==> src/rtl/ldce_pkg.sv <==
// Constants, register map and helper functions of the differential characteristic evaluator
package ldce_pkg;

   // Data widths
   localparam int MAG_W = 16;
   localparam int SET_W = 11;
   localparam int THR_W = 32;
   localparam int ADDR_W = 12;
   localparam int DATA_W = 32;
   localparam int FLAG_N = 6;

   // Settings are percentages; thresholds are kept scaled by this factor
   localparam logic [THR_W-1:0] PCT_SCALE = 32'h0000_0064;

   // Register byte offsets
   localparam logic [ADDR_W-1:0] OFS_BASE = 12'h000;
   localparam logic [ADDR_W-1:0] OFS_SLOPE1 = 12'h004;
   localparam logic [ADDR_W-1:0] OFS_SLOPE2 = 12'h008;
   localparam logic [ADDR_W-1:0] OFS_BREAKPOINT = 12'h00C;
   localparam logic [ADDR_W-1:0] OFS_UNRESTRAINED = 12'h010;
   localparam logic [ADDR_W-1:0] OFS_START = 12'h014;
   localparam logic [ADDR_W-1:0] OFS_STATUS = 12'h018;
   localparam logic [ADDR_W-1:0] OFS_CLEAR = 12'h01C;
   localparam logic [ADDR_W-1:0] OFS_ENABLE = 12'h020;
   localparam logic [ADDR_W-1:0] OFS_BIAS = 12'h024;

   // Setting ranges and reset defaults
   localparam logic [DATA_W-1:0] BASE_MIN = 32'h0000_000A;
   localparam logic [DATA_W-1:0] BASE_MAX = 32'h0000_0032;
   localparam logic [SET_W-1:0] BASE_DEF = 11'h01E;
   localparam logic [DATA_W-1:0] SLOPE1_MIN = 32'h0000_000A;
   localparam logic [DATA_W-1:0] SLOPE1_MAX = 32'h0000_0032;
   localparam logic [SET_W-1:0] SLOPE1_DEF = 11'h01E;
   localparam logic [DATA_W-1:0] SLOPE2_MIN = 32'h0000_0032;
   localparam logic [DATA_W-1:0] SLOPE2_MAX = 32'h0000_0064;
   localparam logic [SET_W-1:0] SLOPE2_DEF = 11'h046;
   localparam logic [DATA_W-1:0] BREAKPOINT_MIN = 32'h0000_0064;
   localparam logic [DATA_W-1:0] BREAKPOINT_MAX = 32'h0000_0190;
   localparam logic [SET_W-1:0] BREAKPOINT_DEF = 11'h0C8;
   localparam logic [DATA_W-1:0] UNRESTRAINED_MIN = 32'h0000_01F4;
   localparam logic [DATA_W-1:0] UNRESTRAINED_MAX = 32'h0000_05DC;
   localparam logic [SET_W-1:0] UNRESTRAINED_DEF = 11'h320;

   // Flag bit positions in start, status, clear and enable registers
   localparam int BIT_RESTR_A = 0;
   localparam int BIT_RESTR_B = 1;
   localparam int BIT_RESTR_C = 2;
   localparam int BIT_UNRESTR_A = 3;
   localparam int BIT_UNRESTR_B = 4;
   localparam int BIT_UNRESTR_C = 5;
   localparam int BIT_UNRESTR_ANY = 6;

   function automatic logic [THR_W-1:0] max32(input logic [THR_W-1:0] a, input logic [THR_W-1:0] b);
      return (a > b) ? a : b;
   endfunction : max32

   function automatic logic [MAG_W-1:0] max16(input logic [MAG_W-1:0] a, input logic [MAG_W-1:0] b);
      return (a > b) ? a : b;
   endfunction : max16

   function automatic logic in_range(input logic [DATA_W-1:0] v, input logic [DATA_W-1:0] lo,
                                     input logic [DATA_W-1:0] hi);
      return (v >= lo) && (v <= hi);
   endfunction : in_range

endpackage : ldce_pkg

==> src/rtl/ldce_threshold.sv <==
// Piecewise restrained characteristic threshold, scaled by one hundred
`timescale 1ns/1ps
module ldce_threshold (
   input wire logic [ldce_pkg::MAG_W-1:0] bias,
   input wire logic [ldce_pkg::SET_W-1:0] base_sensitivity_setting,
   input wire logic [ldce_pkg::SET_W-1:0] first_slope_setting,
   input wire logic [ldce_pkg::SET_W-1:0] second_slope_setting,
   input wire logic [ldce_pkg::SET_W-1:0] restraint_breakpoint_setting,
   output logic [ldce_pkg::THR_W-1:0] threshold
);

   logic [ldce_pkg::THR_W-1:0] sec_base;
   logic [ldce_pkg::THR_W-1:0] sec_first;
   logic [ldce_pkg::THR_W-1:0] sec_second;
   logic [ldce_pkg::THR_W-1:0] bias_w;
   logic [ldce_pkg::THR_W-1:0] bp_w;

   always_comb begin
      bias_w = ldce_pkg::THR_W'(bias);
      bp_w = ldce_pkg::THR_W'(restraint_breakpoint_setting);
      sec_base = ldce_pkg::THR_W'(base_sensitivity_setting) * ldce_pkg::PCT_SCALE;
      sec_first = ldce_pkg::THR_W'(first_slope_setting) * bias_w;
      // Third section continues from the first-slope value at the breakpoint
      if (bias_w > bp_w) begin
         sec_second = ldce_pkg::THR_W'(first_slope_setting) * bp_w
                    + ldce_pkg::THR_W'(second_slope_setting) * (bias_w - bp_w);
         sec_first = ldce_pkg::THR_W'(first_slope_setting) * bp_w;
      end else begin
         sec_second = '0;
      end
      threshold = ldce_pkg::max32(sec_base, ldce_pkg::max32(sec_first, sec_second));
   end

endmodule : ldce_threshold

==> src/rtl/ldce_top.sv <==
// Line differential characteristic evaluator with APB settings, status and interrupt
//
// Chosen here: register access over APB and the register addresses.
`timescale 1ns/1ps
// What this block does
// - one restraint magnitude for all phases, the largest of six local/remote magnitudes.
// - per phase, restrained start while differential lies above the characteristic.
// - base sensitivity setting, 10 to 50 percent, step 1, default 30.
// - first slope setting, 10 to 50 percent, step 1, default 30.
// - second slope setting, 50 to 100 percent, step 1, default 70.
// - restraint breakpoint setting, 100 to 400 percent, step 1, default 200.
// - per phase, unrestrained start while differential exceeds the high-current setting.
// - general unrestrained start is the OR of the three phase flags.
// - unrestrained threshold setting, 500 to 1500 percent, step 1, default 800.
// - unrestrained decision ignores the restraint magnitude entirely.
module ldce_top (
   input wire logic clk,
   input wire logic rstn,
   input wire logic [ldce_pkg::ADDR_W-1:0] paddr,
   input wire logic psel,
   input wire logic penable,
   input wire logic pwrite,
   input wire logic [ldce_pkg::DATA_W-1:0] pwdata,
   output logic [ldce_pkg::DATA_W-1:0] prdata,
   output logic pready,
   output logic pslverr,
   input wire logic [ldce_pkg::MAG_W-1:0] diff_mag_phase_a,
   input wire logic [ldce_pkg::MAG_W-1:0] diff_mag_phase_b,
   input wire logic [ldce_pkg::MAG_W-1:0] diff_mag_phase_c,
   input wire logic [ldce_pkg::MAG_W-1:0] local_mag_phase_a,
   input wire logic [ldce_pkg::MAG_W-1:0] local_mag_phase_b,
   input wire logic [ldce_pkg::MAG_W-1:0] local_mag_phase_c,
   input wire logic [ldce_pkg::MAG_W-1:0] remote_mag_phase_a,
   input wire logic [ldce_pkg::MAG_W-1:0] remote_mag_phase_b,
   input wire logic [ldce_pkg::MAG_W-1:0] remote_mag_phase_c,
   output logic restrained_start_phase_a,
   output logic restrained_start_phase_b,
   output logic restrained_start_phase_c,
   output logic unrestrained_start_phase_a,
   output logic unrestrained_start_phase_b,
   output logic unrestrained_start_phase_c,
   output logic unrestrained_start_any,
   output logic irq
);

   ////////////////////////////////////////////////////////////////////////////////////////////////
   // Settings and software state

   logic [ldce_pkg::SET_W-1:0] base_sensitivity_setting;
   logic [ldce_pkg::SET_W-1:0] first_slope_setting;
   logic [ldce_pkg::SET_W-1:0] second_slope_setting;
   logic [ldce_pkg::SET_W-1:0] restraint_breakpoint_setting;
   logic [ldce_pkg::SET_W-1:0] unrestrained_threshold_setting;
   logic [ldce_pkg::FLAG_N:0] irq_enable;
   logic [ldce_pkg::FLAG_N:0] irq_status;
   logic [ldce_pkg::SET_W-1:0] next_base_sensitivity_setting;
   logic [ldce_pkg::SET_W-1:0] next_first_slope_setting;
   logic [ldce_pkg::SET_W-1:0] next_second_slope_setting;
   logic [ldce_pkg::SET_W-1:0] next_restraint_breakpoint_setting;
   logic [ldce_pkg::SET_W-1:0] next_unrestrained_threshold_setting;
   logic [ldce_pkg::FLAG_N:0] next_irq_enable;
   logic [ldce_pkg::FLAG_N:0] next_irq_status;
   logic next_irq;

   // Evaluation state
   logic [ldce_pkg::MAG_W-1:0] restraint_mag;
   logic [ldce_pkg::FLAG_N:0] start_flags;
   logic [ldce_pkg::MAG_W-1:0] next_restraint_mag;
   logic [ldce_pkg::FLAG_N:0] next_start_flags;
   logic [ldce_pkg::THR_W-1:0] char_threshold;
   logic [ldce_pkg::THR_W-1:0] scaled_diff_a;
   logic [ldce_pkg::THR_W-1:0] scaled_diff_b;
   logic [ldce_pkg::THR_W-1:0] scaled_diff_c;

   // Bus state
   logic [ldce_pkg::DATA_W-1:0] next_prdata;
   logic next_pready;
   logic next_pslverr;
   logic setup_phase;
   logic access_done;
   logic wr_commit;
   logic [ldce_pkg::FLAG_N:0] clear_bits;

   ////////////////////////////////////////////////////////////////////////////////////////////////
   // Characteristic evaluation

   ldce_threshold u_threshold (
      .bias(next_restraint_mag),
      .base_sensitivity_setting(base_sensitivity_setting),
      .first_slope_setting(first_slope_setting),
      .second_slope_setting(second_slope_setting),
      .restraint_breakpoint_setting(restraint_breakpoint_setting),
      .threshold(char_threshold)
   );

   always_comb begin
      // Common restraint taken over all six shifted magnitudes
      next_restraint_mag = ldce_pkg::max16(
         ldce_pkg::max16(ldce_pkg::max16(local_mag_phase_a, remote_mag_phase_a),
                         ldce_pkg::max16(local_mag_phase_b, remote_mag_phase_b)),
         ldce_pkg::max16(local_mag_phase_c, remote_mag_phase_c));
      scaled_diff_a = ldce_pkg::THR_W'(diff_mag_phase_a) * ldce_pkg::PCT_SCALE;
      scaled_diff_b = ldce_pkg::THR_W'(diff_mag_phase_b) * ldce_pkg::PCT_SCALE;
      scaled_diff_c = ldce_pkg::THR_W'(diff_mag_phase_c) * ldce_pkg::PCT_SCALE;
      next_start_flags = '0;
      next_start_flags[ldce_pkg::BIT_RESTR_A] = scaled_diff_a > char_threshold;
      next_start_flags[ldce_pkg::BIT_RESTR_B] = scaled_diff_b > char_threshold;
      next_start_flags[ldce_pkg::BIT_RESTR_C] = scaled_diff_c > char_threshold;
      // High-current decision compares the differential alone
      next_start_flags[ldce_pkg::BIT_UNRESTR_A] =
         diff_mag_phase_a > ldce_pkg::MAG_W'(unrestrained_threshold_setting);
      next_start_flags[ldce_pkg::BIT_UNRESTR_B] =
         diff_mag_phase_b > ldce_pkg::MAG_W'(unrestrained_threshold_setting);
      next_start_flags[ldce_pkg::BIT_UNRESTR_C] =
         diff_mag_phase_c > ldce_pkg::MAG_W'(unrestrained_threshold_setting);
      next_start_flags[ldce_pkg::BIT_UNRESTR_ANY] = next_start_flags[ldce_pkg::BIT_UNRESTR_A]
                                                  | next_start_flags[ldce_pkg::BIT_UNRESTR_B]
                                                  | next_start_flags[ldce_pkg::BIT_UNRESTR_C];
   end

   // Flags follow the inputs of the previous edge, with no hold or stretch
   always_ff @(posedge clk) begin
      if (!rstn) begin
         restraint_mag <= '0;
         start_flags <= '0;
      end else begin
         restraint_mag <= next_restraint_mag;
         start_flags <= next_start_flags;
      end
   end

   assign restrained_start_phase_a = start_flags[ldce_pkg::BIT_RESTR_A];
   assign restrained_start_phase_b = start_flags[ldce_pkg::BIT_RESTR_B];
   assign restrained_start_phase_c = start_flags[ldce_pkg::BIT_RESTR_C];
   assign unrestrained_start_phase_a = start_flags[ldce_pkg::BIT_UNRESTR_A];
   assign unrestrained_start_phase_b = start_flags[ldce_pkg::BIT_UNRESTR_B];
   assign unrestrained_start_phase_c = start_flags[ldce_pkg::BIT_UNRESTR_C];
   assign unrestrained_start_any = start_flags[ldce_pkg::BIT_UNRESTR_ANY];

   ////////////////////////////////////////////////////////////////////////////////////////////////
   // Setting registers and interrupt state

   always_comb begin
      setup_phase = psel & ~penable;
      access_done = psel & penable & pready;
      wr_commit = access_done & pwrite & ~pslverr;
      next_base_sensitivity_setting = base_sensitivity_setting;
      next_first_slope_setting = first_slope_setting;
      next_second_slope_setting = second_slope_setting;
      next_restraint_breakpoint_setting = restraint_breakpoint_setting;
      next_unrestrained_threshold_setting = unrestrained_threshold_setting;
      next_irq_enable = irq_enable;
      clear_bits = '0;
      if (wr_commit) begin
         unique case (paddr)
            ldce_pkg::OFS_BASE: begin
               next_base_sensitivity_setting = pwdata[ldce_pkg::SET_W-1:0];
            end
            ldce_pkg::OFS_SLOPE1: begin
               next_first_slope_setting = pwdata[ldce_pkg::SET_W-1:0];
            end
            ldce_pkg::OFS_SLOPE2: begin
               next_second_slope_setting = pwdata[ldce_pkg::SET_W-1:0];
            end
            ldce_pkg::OFS_BREAKPOINT: begin
               next_restraint_breakpoint_setting = pwdata[ldce_pkg::SET_W-1:0];
            end
            ldce_pkg::OFS_UNRESTRAINED: begin
               next_unrestrained_threshold_setting = pwdata[ldce_pkg::SET_W-1:0];
            end
            ldce_pkg::OFS_ENABLE: begin
               next_irq_enable = pwdata[ldce_pkg::FLAG_N:0];
            end
            ldce_pkg::OFS_CLEAR: begin
               clear_bits = pwdata[ldce_pkg::FLAG_N:0];
            end
            default: begin
            end
         endcase
      end
      // Rising edges of the start flags are latched; a new edge beats a clear
      next_irq_status = (irq_status & ~clear_bits) | (next_start_flags & ~start_flags);
      next_irq = |(next_irq_status & next_irq_enable);
   end

   always_ff @(posedge clk) begin
      if (!rstn) begin
         base_sensitivity_setting <= ldce_pkg::BASE_DEF;
         first_slope_setting <= ldce_pkg::SLOPE1_DEF;
         second_slope_setting <= ldce_pkg::SLOPE2_DEF;
         restraint_breakpoint_setting <= ldce_pkg::BREAKPOINT_DEF;
         unrestrained_threshold_setting <= ldce_pkg::UNRESTRAINED_DEF;
         irq_enable <= '0;
         irq_status <= '0;
         irq <= 1'b0;
      end else begin
         base_sensitivity_setting <= next_base_sensitivity_setting;
         first_slope_setting <= next_first_slope_setting;
         second_slope_setting <= next_second_slope_setting;
         restraint_breakpoint_setting <= next_restraint_breakpoint_setting;
         unrestrained_threshold_setting <= next_unrestrained_threshold_setting;
         irq_enable <= next_irq_enable;
         irq_status <= next_irq_status;
         irq <= next_irq;
      end
   end

   ////////////////////////////////////////////////////////////////////////////////////////////////
   // APB answer: decoded in the setup cycle, ready in the single access cycle

   always_comb begin
      next_pready = setup_phase;
      next_pslverr = 1'b0;
      next_prdata = '0;
      if (setup_phase) begin
         unique case (paddr)
            ldce_pkg::OFS_BASE: begin
               next_prdata = ldce_pkg::DATA_W'(base_sensitivity_setting);
               next_pslverr = pwrite & ~ldce_pkg::in_range(pwdata, ldce_pkg::BASE_MIN,
                                                           ldce_pkg::BASE_MAX);
            end
            ldce_pkg::OFS_SLOPE1: begin
               next_prdata = ldce_pkg::DATA_W'(first_slope_setting);
               next_pslverr = pwrite & ~ldce_pkg::in_range(pwdata, ldce_pkg::SLOPE1_MIN,
                                                           ldce_pkg::SLOPE1_MAX);
            end
            ldce_pkg::OFS_SLOPE2: begin
               next_prdata = ldce_pkg::DATA_W'(second_slope_setting);
               next_pslverr = pwrite & ~ldce_pkg::in_range(pwdata, ldce_pkg::SLOPE2_MIN,
                                                           ldce_pkg::SLOPE2_MAX);
            end
            ldce_pkg::OFS_BREAKPOINT: begin
               next_prdata = ldce_pkg::DATA_W'(restraint_breakpoint_setting);
               next_pslverr = pwrite & ~ldce_pkg::in_range(pwdata, ldce_pkg::BREAKPOINT_MIN,
                                                           ldce_pkg::BREAKPOINT_MAX);
            end
            ldce_pkg::OFS_UNRESTRAINED: begin
               next_prdata = ldce_pkg::DATA_W'(unrestrained_threshold_setting);
               next_pslverr = pwrite & ~ldce_pkg::in_range(pwdata, ldce_pkg::UNRESTRAINED_MIN,
                                                           ldce_pkg::UNRESTRAINED_MAX);
            end
            ldce_pkg::OFS_START: begin
               next_prdata = ldce_pkg::DATA_W'(start_flags);
               next_pslverr = pwrite;
            end
            ldce_pkg::OFS_STATUS: begin
               next_prdata = ldce_pkg::DATA_W'(irq_status);
               next_pslverr = pwrite;
            end
            ldce_pkg::OFS_CLEAR: begin
               next_pslverr = ~pwrite;
            end
            ldce_pkg::OFS_ENABLE: begin
               next_prdata = ldce_pkg::DATA_W'(irq_enable);
            end
            ldce_pkg::OFS_BIAS: begin
               next_prdata = ldce_pkg::DATA_W'(restraint_mag);
               next_pslverr = pwrite;
            end
            default: begin
               next_pslverr = 1'b1;
            end
         endcase
      end
   end

   always_ff @(posedge clk) begin
      if (!rstn) begin
         prdata <= '0;
         pready <= 1'b0;
         pslverr <= 1'b0;
      end else begin
         prdata <= next_prdata;
         pready <= next_pready;
         pslverr <= next_pslverr;
      end
   end

endmodule : ldce_top

==> config.mk <==
export PLATFORM = sky130hd
export DESIGN_NAME = ldce_top
export DESIGN_NICKNAME = d
export VERILOG_FILES = /design/src/rtl/ldce_pkg.sv /design/src/rtl/ldce_threshold.sv /design/src/rtl/ldce_top.sv
export SDC_FILE = /design/constraint.sdc
export NUM_CORES = 2
export LEC_CHECK = 0
export ABC_AREA = 1
export BUFFER_PORTS_ARGS = -buffer_cell sky130_fd_sc_hd__buf_2
export CAP_MARGIN = 20
export CELL_PAD_IN_SITES_DETAIL_PLACEMENT = 2
export CELL_PAD_IN_SITES_GLOBAL_PLACEMENT = 2
export CORE_MARGIN = 1.5
export CORE_UTILIZATION = 34
export DETAILED_ROUTE_END_ITERATION = 16
export PLACE_DENSITY = 0.9
export SYNTH_ARGS = -nofsm -noshare
export SYNTH_HDL_FRONTEND = slang
export SYNTH_SLANG_ARGS = --single-unit
==> constraint.sdc <==
create_clock -name clk -period 19.18 [get_ports clk]
set_input_delay 1.918 -clock clk [delete_from_list [all_inputs] [get_ports clk]]
set_output_delay 1.918 -clock clk [all_outputs]
set_load 0.1 [all_outputs]
==> After elaboration in Yosys (flattened, before gate mapping) <==
Cells that the tools add are included.
{ "op_classes": {"n_shift": 0, "n_eq_ne": 9, "multipliers": 7, "addsub": 2, "div_mod_pow": 0, "mux": 15, "bitwise": 24, "reduce_logical": 14, "n_lt_le_gt_ge": 22} }
{ "op_table": {"columns": ["operator", "count"], "rows": [
  ["one-hot mux 16 bit (9 select lines)", 1],
  ["greater-than comparator 23 x 32 -> 1 bit", 3],
  ["2-to-1 mux 32 bit", 3],
  ["greater-than comparator 16 bit", 5],
  ["2-to-1 mux 16 bit", 5],
  ["greater-than comparator 16 x 11 -> 1 bit", 4],
  ["multiplier 16 x 5 -> 21 bit (second input constant)", 3],
  ["equality test 12 x 5 -> 1 bit (second input constant)", 4],
  ["adder 22 x 32 -> 32 bit", 1],
  ["greater-or-equal comparator 32 x 4 -> 1 bit (second input constant)", 1],
  ["greater-or-equal comparator 32 x 6 -> 1 bit (second input constant)", 1],
  ["greater-or-equal comparator 32 x 7 -> 1 bit (second input constant)", 1],
  ["greater-or-equal comparator 32 x 9 -> 1 bit (second input constant)", 1],
  ["greater-than comparator 18 x 32 -> 1 bit", 1],
  ["greater-than comparator 27 x 32 -> 1 bit", 1],
  ["less-or-equal comparator 32 x 11 -> 1 bit (second input constant)", 1],
  ["less-or-equal comparator 32 x 6 -> 1 bit (second input constant)", 1],
  ["less-or-equal comparator 32 x 7 -> 1 bit (second input constant)", 1],
  ["less-or-equal comparator 32 x 9 -> 1 bit (second input constant)", 1],
  ["multiplier 11 x 32 -> 32 bit", 1],
  ["2-to-1 mux 7 bit", 4],
  ["multiplier 11 x 16 -> 27 bit", 1],
  ["2-to-1 mux 27 bit", 1],
  ["equality test 12 x 4 -> 1 bit (second input constant)", 2],
  ["other kinds (18)", 45]
]} }
{ "totals": {"elab_cells": 106, "latchBits": 0, "ram_bits": 0, "mem_bits_ro": 0, "out_inout_bits": 42, "memories": 0, "register_bits": 127} }

==> Logic depth before layout (Yosys ltp) <==
{ "logic_depth": {"word_depth": 19, "ltp_mapped": 123, "depth_no_buf": 115} }

==> By module <==
From an unflattened synthesis, not the netlist that was laid out.
{ "hier_totals": {"cells_unflattened": 5217, "area_unflattened_um2": 36672.7} }
{ "by_module_without_submodules": {"columns": ["mod", "seq_area_each_um2", "instances", "area_each_um2", "cells_per_inst"], "rows": [
  ["ldce_threshold", 0.0, 1, 21847.2, 3114],
  ["ldce_top", 2222.1, 1, 14825.5, 2103]
]} }

==> Least setup slack after synthesis <==
No wires, ideal clock.
{ "synth_timing": {"kind": "input port to flip-flop", "from": "input port remote_mag_phase_a[15] in the netlist's numbering", "to": "register irq", "cell_stages": 99, "slack_ns": 1.187, "arrival_time_ns": 17.865, "path_cell_list": "inv_1 -> ha_1 -> nand2_2 -> nor3_4 -> nand3_2 -> nand2_4 -> buf_6 -> clkbuf_1 -> a21oi_1 -> ha_1 -> nand2_1 -> nor2_1 -> nand3_1 -> nor3b_2 -> inv_1 -> nand2_4 -> inv_2 -> buf_6 -> [63 not listed] -> nand2_4 -> clkbuf_1 -> clkbuf_1 -> o21ai_0 -> ha_1 -> a21oi_1 -> o21ai_0 -> a21oi_1 -> nor2_1 -> o21a_1 -> o211ai_1 -> nand2_1 -> nand3_2 -> nand2_1 -> nand2_1 -> nand2_1 -> nor2_1 -> nor2_1"} }
{ "synth_between": {"elab_chain_cells": 19, "word_cells_on_any_way": 24} }
{ "synth_rtl": {"columns": ["item", "line", "rtl"], "rows": [
  ["start, declared", "ldce_top.sv:33", "input wire logic [ldce_pkg::MAG_W-1:0] remote_mag_phase_a,"],
  ["greater-than comparator 16 bit", "ldce_pkg.sv:58", "return (a > b) ? a : b;"],
  ["2-to-1 mux 16 bit *", "ldce_pkg.sv:58", null],
  ["greater-than comparator 16 bit", "ldce_pkg.sv:58", null],
  ["2-to-1 mux 16 bit *", "ldce_pkg.sv:58", null],
  ["greater-than comparator 16 bit", "ldce_pkg.sv:58", null],
  ["2-to-1 mux 16 bit *", "ldce_pkg.sv:58", null],
  ["named net next_restraint_mag, one bit", "ldce_top.sv:68", "logic [ldce_pkg::MAG_W-1:0] next_restraint_mag;"],
  ["subtractor 16 x 11 -> 17 bit", "ldce_threshold.sv:26", "+ ldce_pkg::THR_W'(second_slope_setting) * (bias_w - bp_w);"],
  ["[4 not listed]", null, null],
  ["2-to-1 mux 32 bit *", "ldce_pkg.sv:54", "return (a > b) ? a : b;"],
  ["greater-than comparator 18 x 32 -> 1 bit", "ldce_pkg.sv:54", null],
  ["2-to-1 mux 32 bit *", "ldce_pkg.sv:54", null],
  ["greater-than comparator 23 x 32 -> 1 bit, on equally long branches", "ldce_top.sv:106, ldce_top.sv:107, ldce_top.sv:108", null],
  ["bitwise AND 7 bit *", "ldce_top.sv:182", "next_irq_status = (irq_status & ~clear_bits) | (next_start_flags & ~start_flags);"],
  ["bitwise OR 7 bit *", "ldce_top.sv:182", null],
  ["bitwise AND 7 bit *", "ldce_top.sv:183", "next_irq = |(next_irq_status & next_irq_enable);"],
  ["OR reduction 7 bit *", "ldce_top.sv:183", null],
  ["end signal, assigned", "ldce_top.sv:204", "irq <= next_irq;"],
  ["end, declared", "ldce_top.sv:43", "output logic irq"]
]} }
Mark *: on every way through the listed nets, which the timed path passes. The rest lies on a longest branch.
A chain may end at the register's enable or synchronous reset.

==> Final worst setup path <==
{ "layout_timing": {"from": "input port remote_mag_phase_a[9] in the netlist's numbering", "to": "register irq"} }
Same word-level chain as after synthesis.

==> summary.md <==
| Metric | Value |
|---|---|
| Register area | 2220 um2 |
| Failing checks | capacitance limit, slew limit, setup timing |
| Slowest cell delay on critical path | 0.57 ns |
| Area leader, netlist | fa_1 |
| Avg WL per Cell | approximately 37 um |
| Worst Path Arrival | around 22 ns |
| Final Hold Violating Endpoints | 0 |
| Top cells by area, synth | fa_1 25%, ha_1 21%, inv_1 12% |
| Vias in the first global route | 44951 |
| Outcome | complete, but fails checks |
| Final Skew | 0.0133 ns |
| Netlist Area Pre-Place | 35700 um2 |
| GPL Wtd Cong | 0.927 |
| Synth warnings | 0 |
| Crit path max fanout | 22 |
| Initial antenna violation count | 30 |
| Site row count | 118 |
| Initial Util | 0.344 |
| Clock-pin slew on the worst setup and hold paths | 0.09 ns |
| 1st-pass router iterations | 6 |
| Post-synth cell types | 69 |
| DRT iter0 DRCs | 3870 |
| First-pass GRT wire length | 292000 um |
| Multi-input gate area | 29800 um2 |
| Root buffer cell | clkbuf_16 |
| Core ar. | 104000 um2 |
| Largest net degree at the start of global routing | 56 |
| Req. time, crit path | 19.50 ns |
| Synth Flop Type | dfxtp_1 |
| #FFs+latches synth | 111 |
| Fill cell count | 12098 |
| DR DRC count | 0 |
| Synth cell count leaders | 1128 x inv_1, 913 x nand2_1, 602 x ha_1 |
| Most Frequent Cell on Critical Path | nand2_1 |
| Fin worst setup slack | -2.43 ns |
| CTS tree | yes |
| Worst slew pin tran | 2.20 ns |
| Htree depth | 3 |
| Final setup fails | 7 |
| Clock insertion delay at the later pin of the skew report | 0.39 ns |
| Routed Antenna Nets | 0 |
| All-Layer GR Usage | 0.366 |
| Clock sink count | 111 |
| IO Port Bufs | 218 |
| Ys async rst share | 0 |
| CTS Buffer Depth | 2 |
| Crit share post-route | 1.13 |
| EDFF count, synth | 0 |
| Setup crit start kind | input port |
| Final net count | ~6400 |
| Die area | between 100000 and 150000 um2 |
| Final Critical Period | 21.61 ns |
| Overflow after GRT | 0 |
| Max cap viols | 3 |
| Most frequent cell after synthesis | inv_1 |
| DP HPWL | 145000 um |
| Area grow syn2layout | 13.8% |
| Placed cell count | 6459 |
| DR vias/cell | 6.39 |
| Routed vias | around 42000 |
| Cell count after synthesis | 4883 |
| Die height | 327 um |
| Relative slew slack | -0.470 |
| Final cell count without fillers | 6530 |
| Share of layout cells above drive strength 1 | 0.134 |
| Syn Area/Cell | 7.31 um2 |
| Ports | around 240 |
| Die X | 327 um |
| Critical path class | in2reg |
| Hold Crit Class | reg2reg |
| Max Slew Vio Count | 8 |
| Setup crit end kind | flip-flop |
| Share of the synthesized area in the top cell type | 0.251 |
| Post-Route WL | around 240000 um |
| Post-synthesis sequential area ratio | 0.0623 |
| CP max-delay cell | fa_1 |
| FMAX | 46.3 MHz |
| CTS Buf Count | 9 |
==> through the flow <==
stage,TNS [ns],hold WS [ns],cell area (um2),utilization,setup WS (ns)
finish,-14.94,0.493,40600,0.391,-2.43
global route,-15.08,0.507,40600,0.391,-2.38
CTS,0,0.457,39200,0.378,0.0357
detailed placement,-7.28,0.437,38700,0.373,-1.33
global placement,0,0.418,38700,0.373,0.145
floorplan,0,0.410,35700,-,1.19
==> placed cells by master, fill, tap and decap left out, drive strengths merged, types with 3 or more instances in the layout <==
cell type	netlist	layout
fa	447	447
xnor2	42	42
xor2	84	84
inv	1135	1141
nor3	33	33
ha	602	602
a2111oi	6	6
a21oi	295	295
nand2	953	958
diode	0	12
o2111ai	5	5
o31ai	9	9
nand3	153	154
a21o	26	26
conb	1	16
o21a	9	9
nor2	378	378
nand4	41	41
o41ai	6	6
mux2i	7	7
dfxtp	111	111
a211oi	5	5
a31oi	10	10
nor4	15	15
clkinv	17	16
o21bai	21	21
o211ai	24	24
a22o	4	4
or2	23	23
a221oi	4	4
o21ai	233	233
buf	25	349
o221ai	3	3
clkbuf	107	10
and2	9	9
nand3b	15	15
o22ai	10	10
==> repair_timing <==
action                                  4_1_cts  5_1_grt
resized for setup                            69      247
setup buffers                                 1       35
pin swaps                                     5       71
cloned                                        1        5
hold endpoints to repair                      0        0
hold buffers                                  0        0
endpoints found under the setup margin        7        7
==> sequential cells by signal (all words and copies together), names as in the netlist, 11 cells and up <==
signal / count
prdata: 16
second_slope_setting: 11
unrestrained_threshold_setting: 11
base_sensitivity_setting: 11
restraint_mag: 16
first_slope_setting: 11
restraint_breakpoint_setting: 11
==> layout make-up <==
type                            instances  share of cell area
Timing Repair Buffer                  350              0.0524
Inverter                             1152               0.107
Clock inverter                          7             0.00191
Sequential cell                       111              0.0547
Clock buffer                            9             0.00555
Tap cell                             1380              0.0425
Antenna cell                           12            0.000739
Multi-Input combinational cell       3509               0.735
==> critical path, delay by kind of cell <==
family | cells | cell delay, ns
AND/OR/NAND/NOR | 49 | 8.28
AO/OA/AOI/OAI | 12 | 2.57
XOR/XNOR | 1 | 0.42
buffers and inverters | 23 | 3.39
adder cells (fa/ha/maj) | 12 | 5.26
==> routing by layer <==
metal	share of wire	vias up	track usage	wire length, um
met5	0.0017	-	0.00577	409
li1	-	15673	-	-
met4	0.13	29	0.321	31500
met1	0.31	20434	0.364	75100
met2	0.44	3525	0.626	106000
met3	0.12	2067	0.104	28800
==> cells by family after synthesis <==
kind of cell	Yosys count	share of synthesized area
buffers and inverters	1284	0.138
other	1	0.000105
and+or+nand+nor	1623	0.197
adders and majority gates	1049	0.462
AOI/OAI and AO/OA	682	0.108
xor gates and xnor gates	126	0.0309
muxes	7	0.00196
DFF	111	0.0623
==> worst paths after layout <==
path           endpoint  slack (ns)  depth (start not counted)                            start
max                 irq       -2.43                         97            remote_mag_phase_a[9]
min          prdata[11]        0.49                          2                restraint_mag[11]
max reg2reg         irq        0.50                         70  restraint_breakpoint_setting[3]
min reg2reg  prdata[11]        0.49                          2                restraint_mag[11]
Power is left out: the tool's default activity adds up to more than one toggle a clock period on the data nets, which glitch-free logic cannot reach.
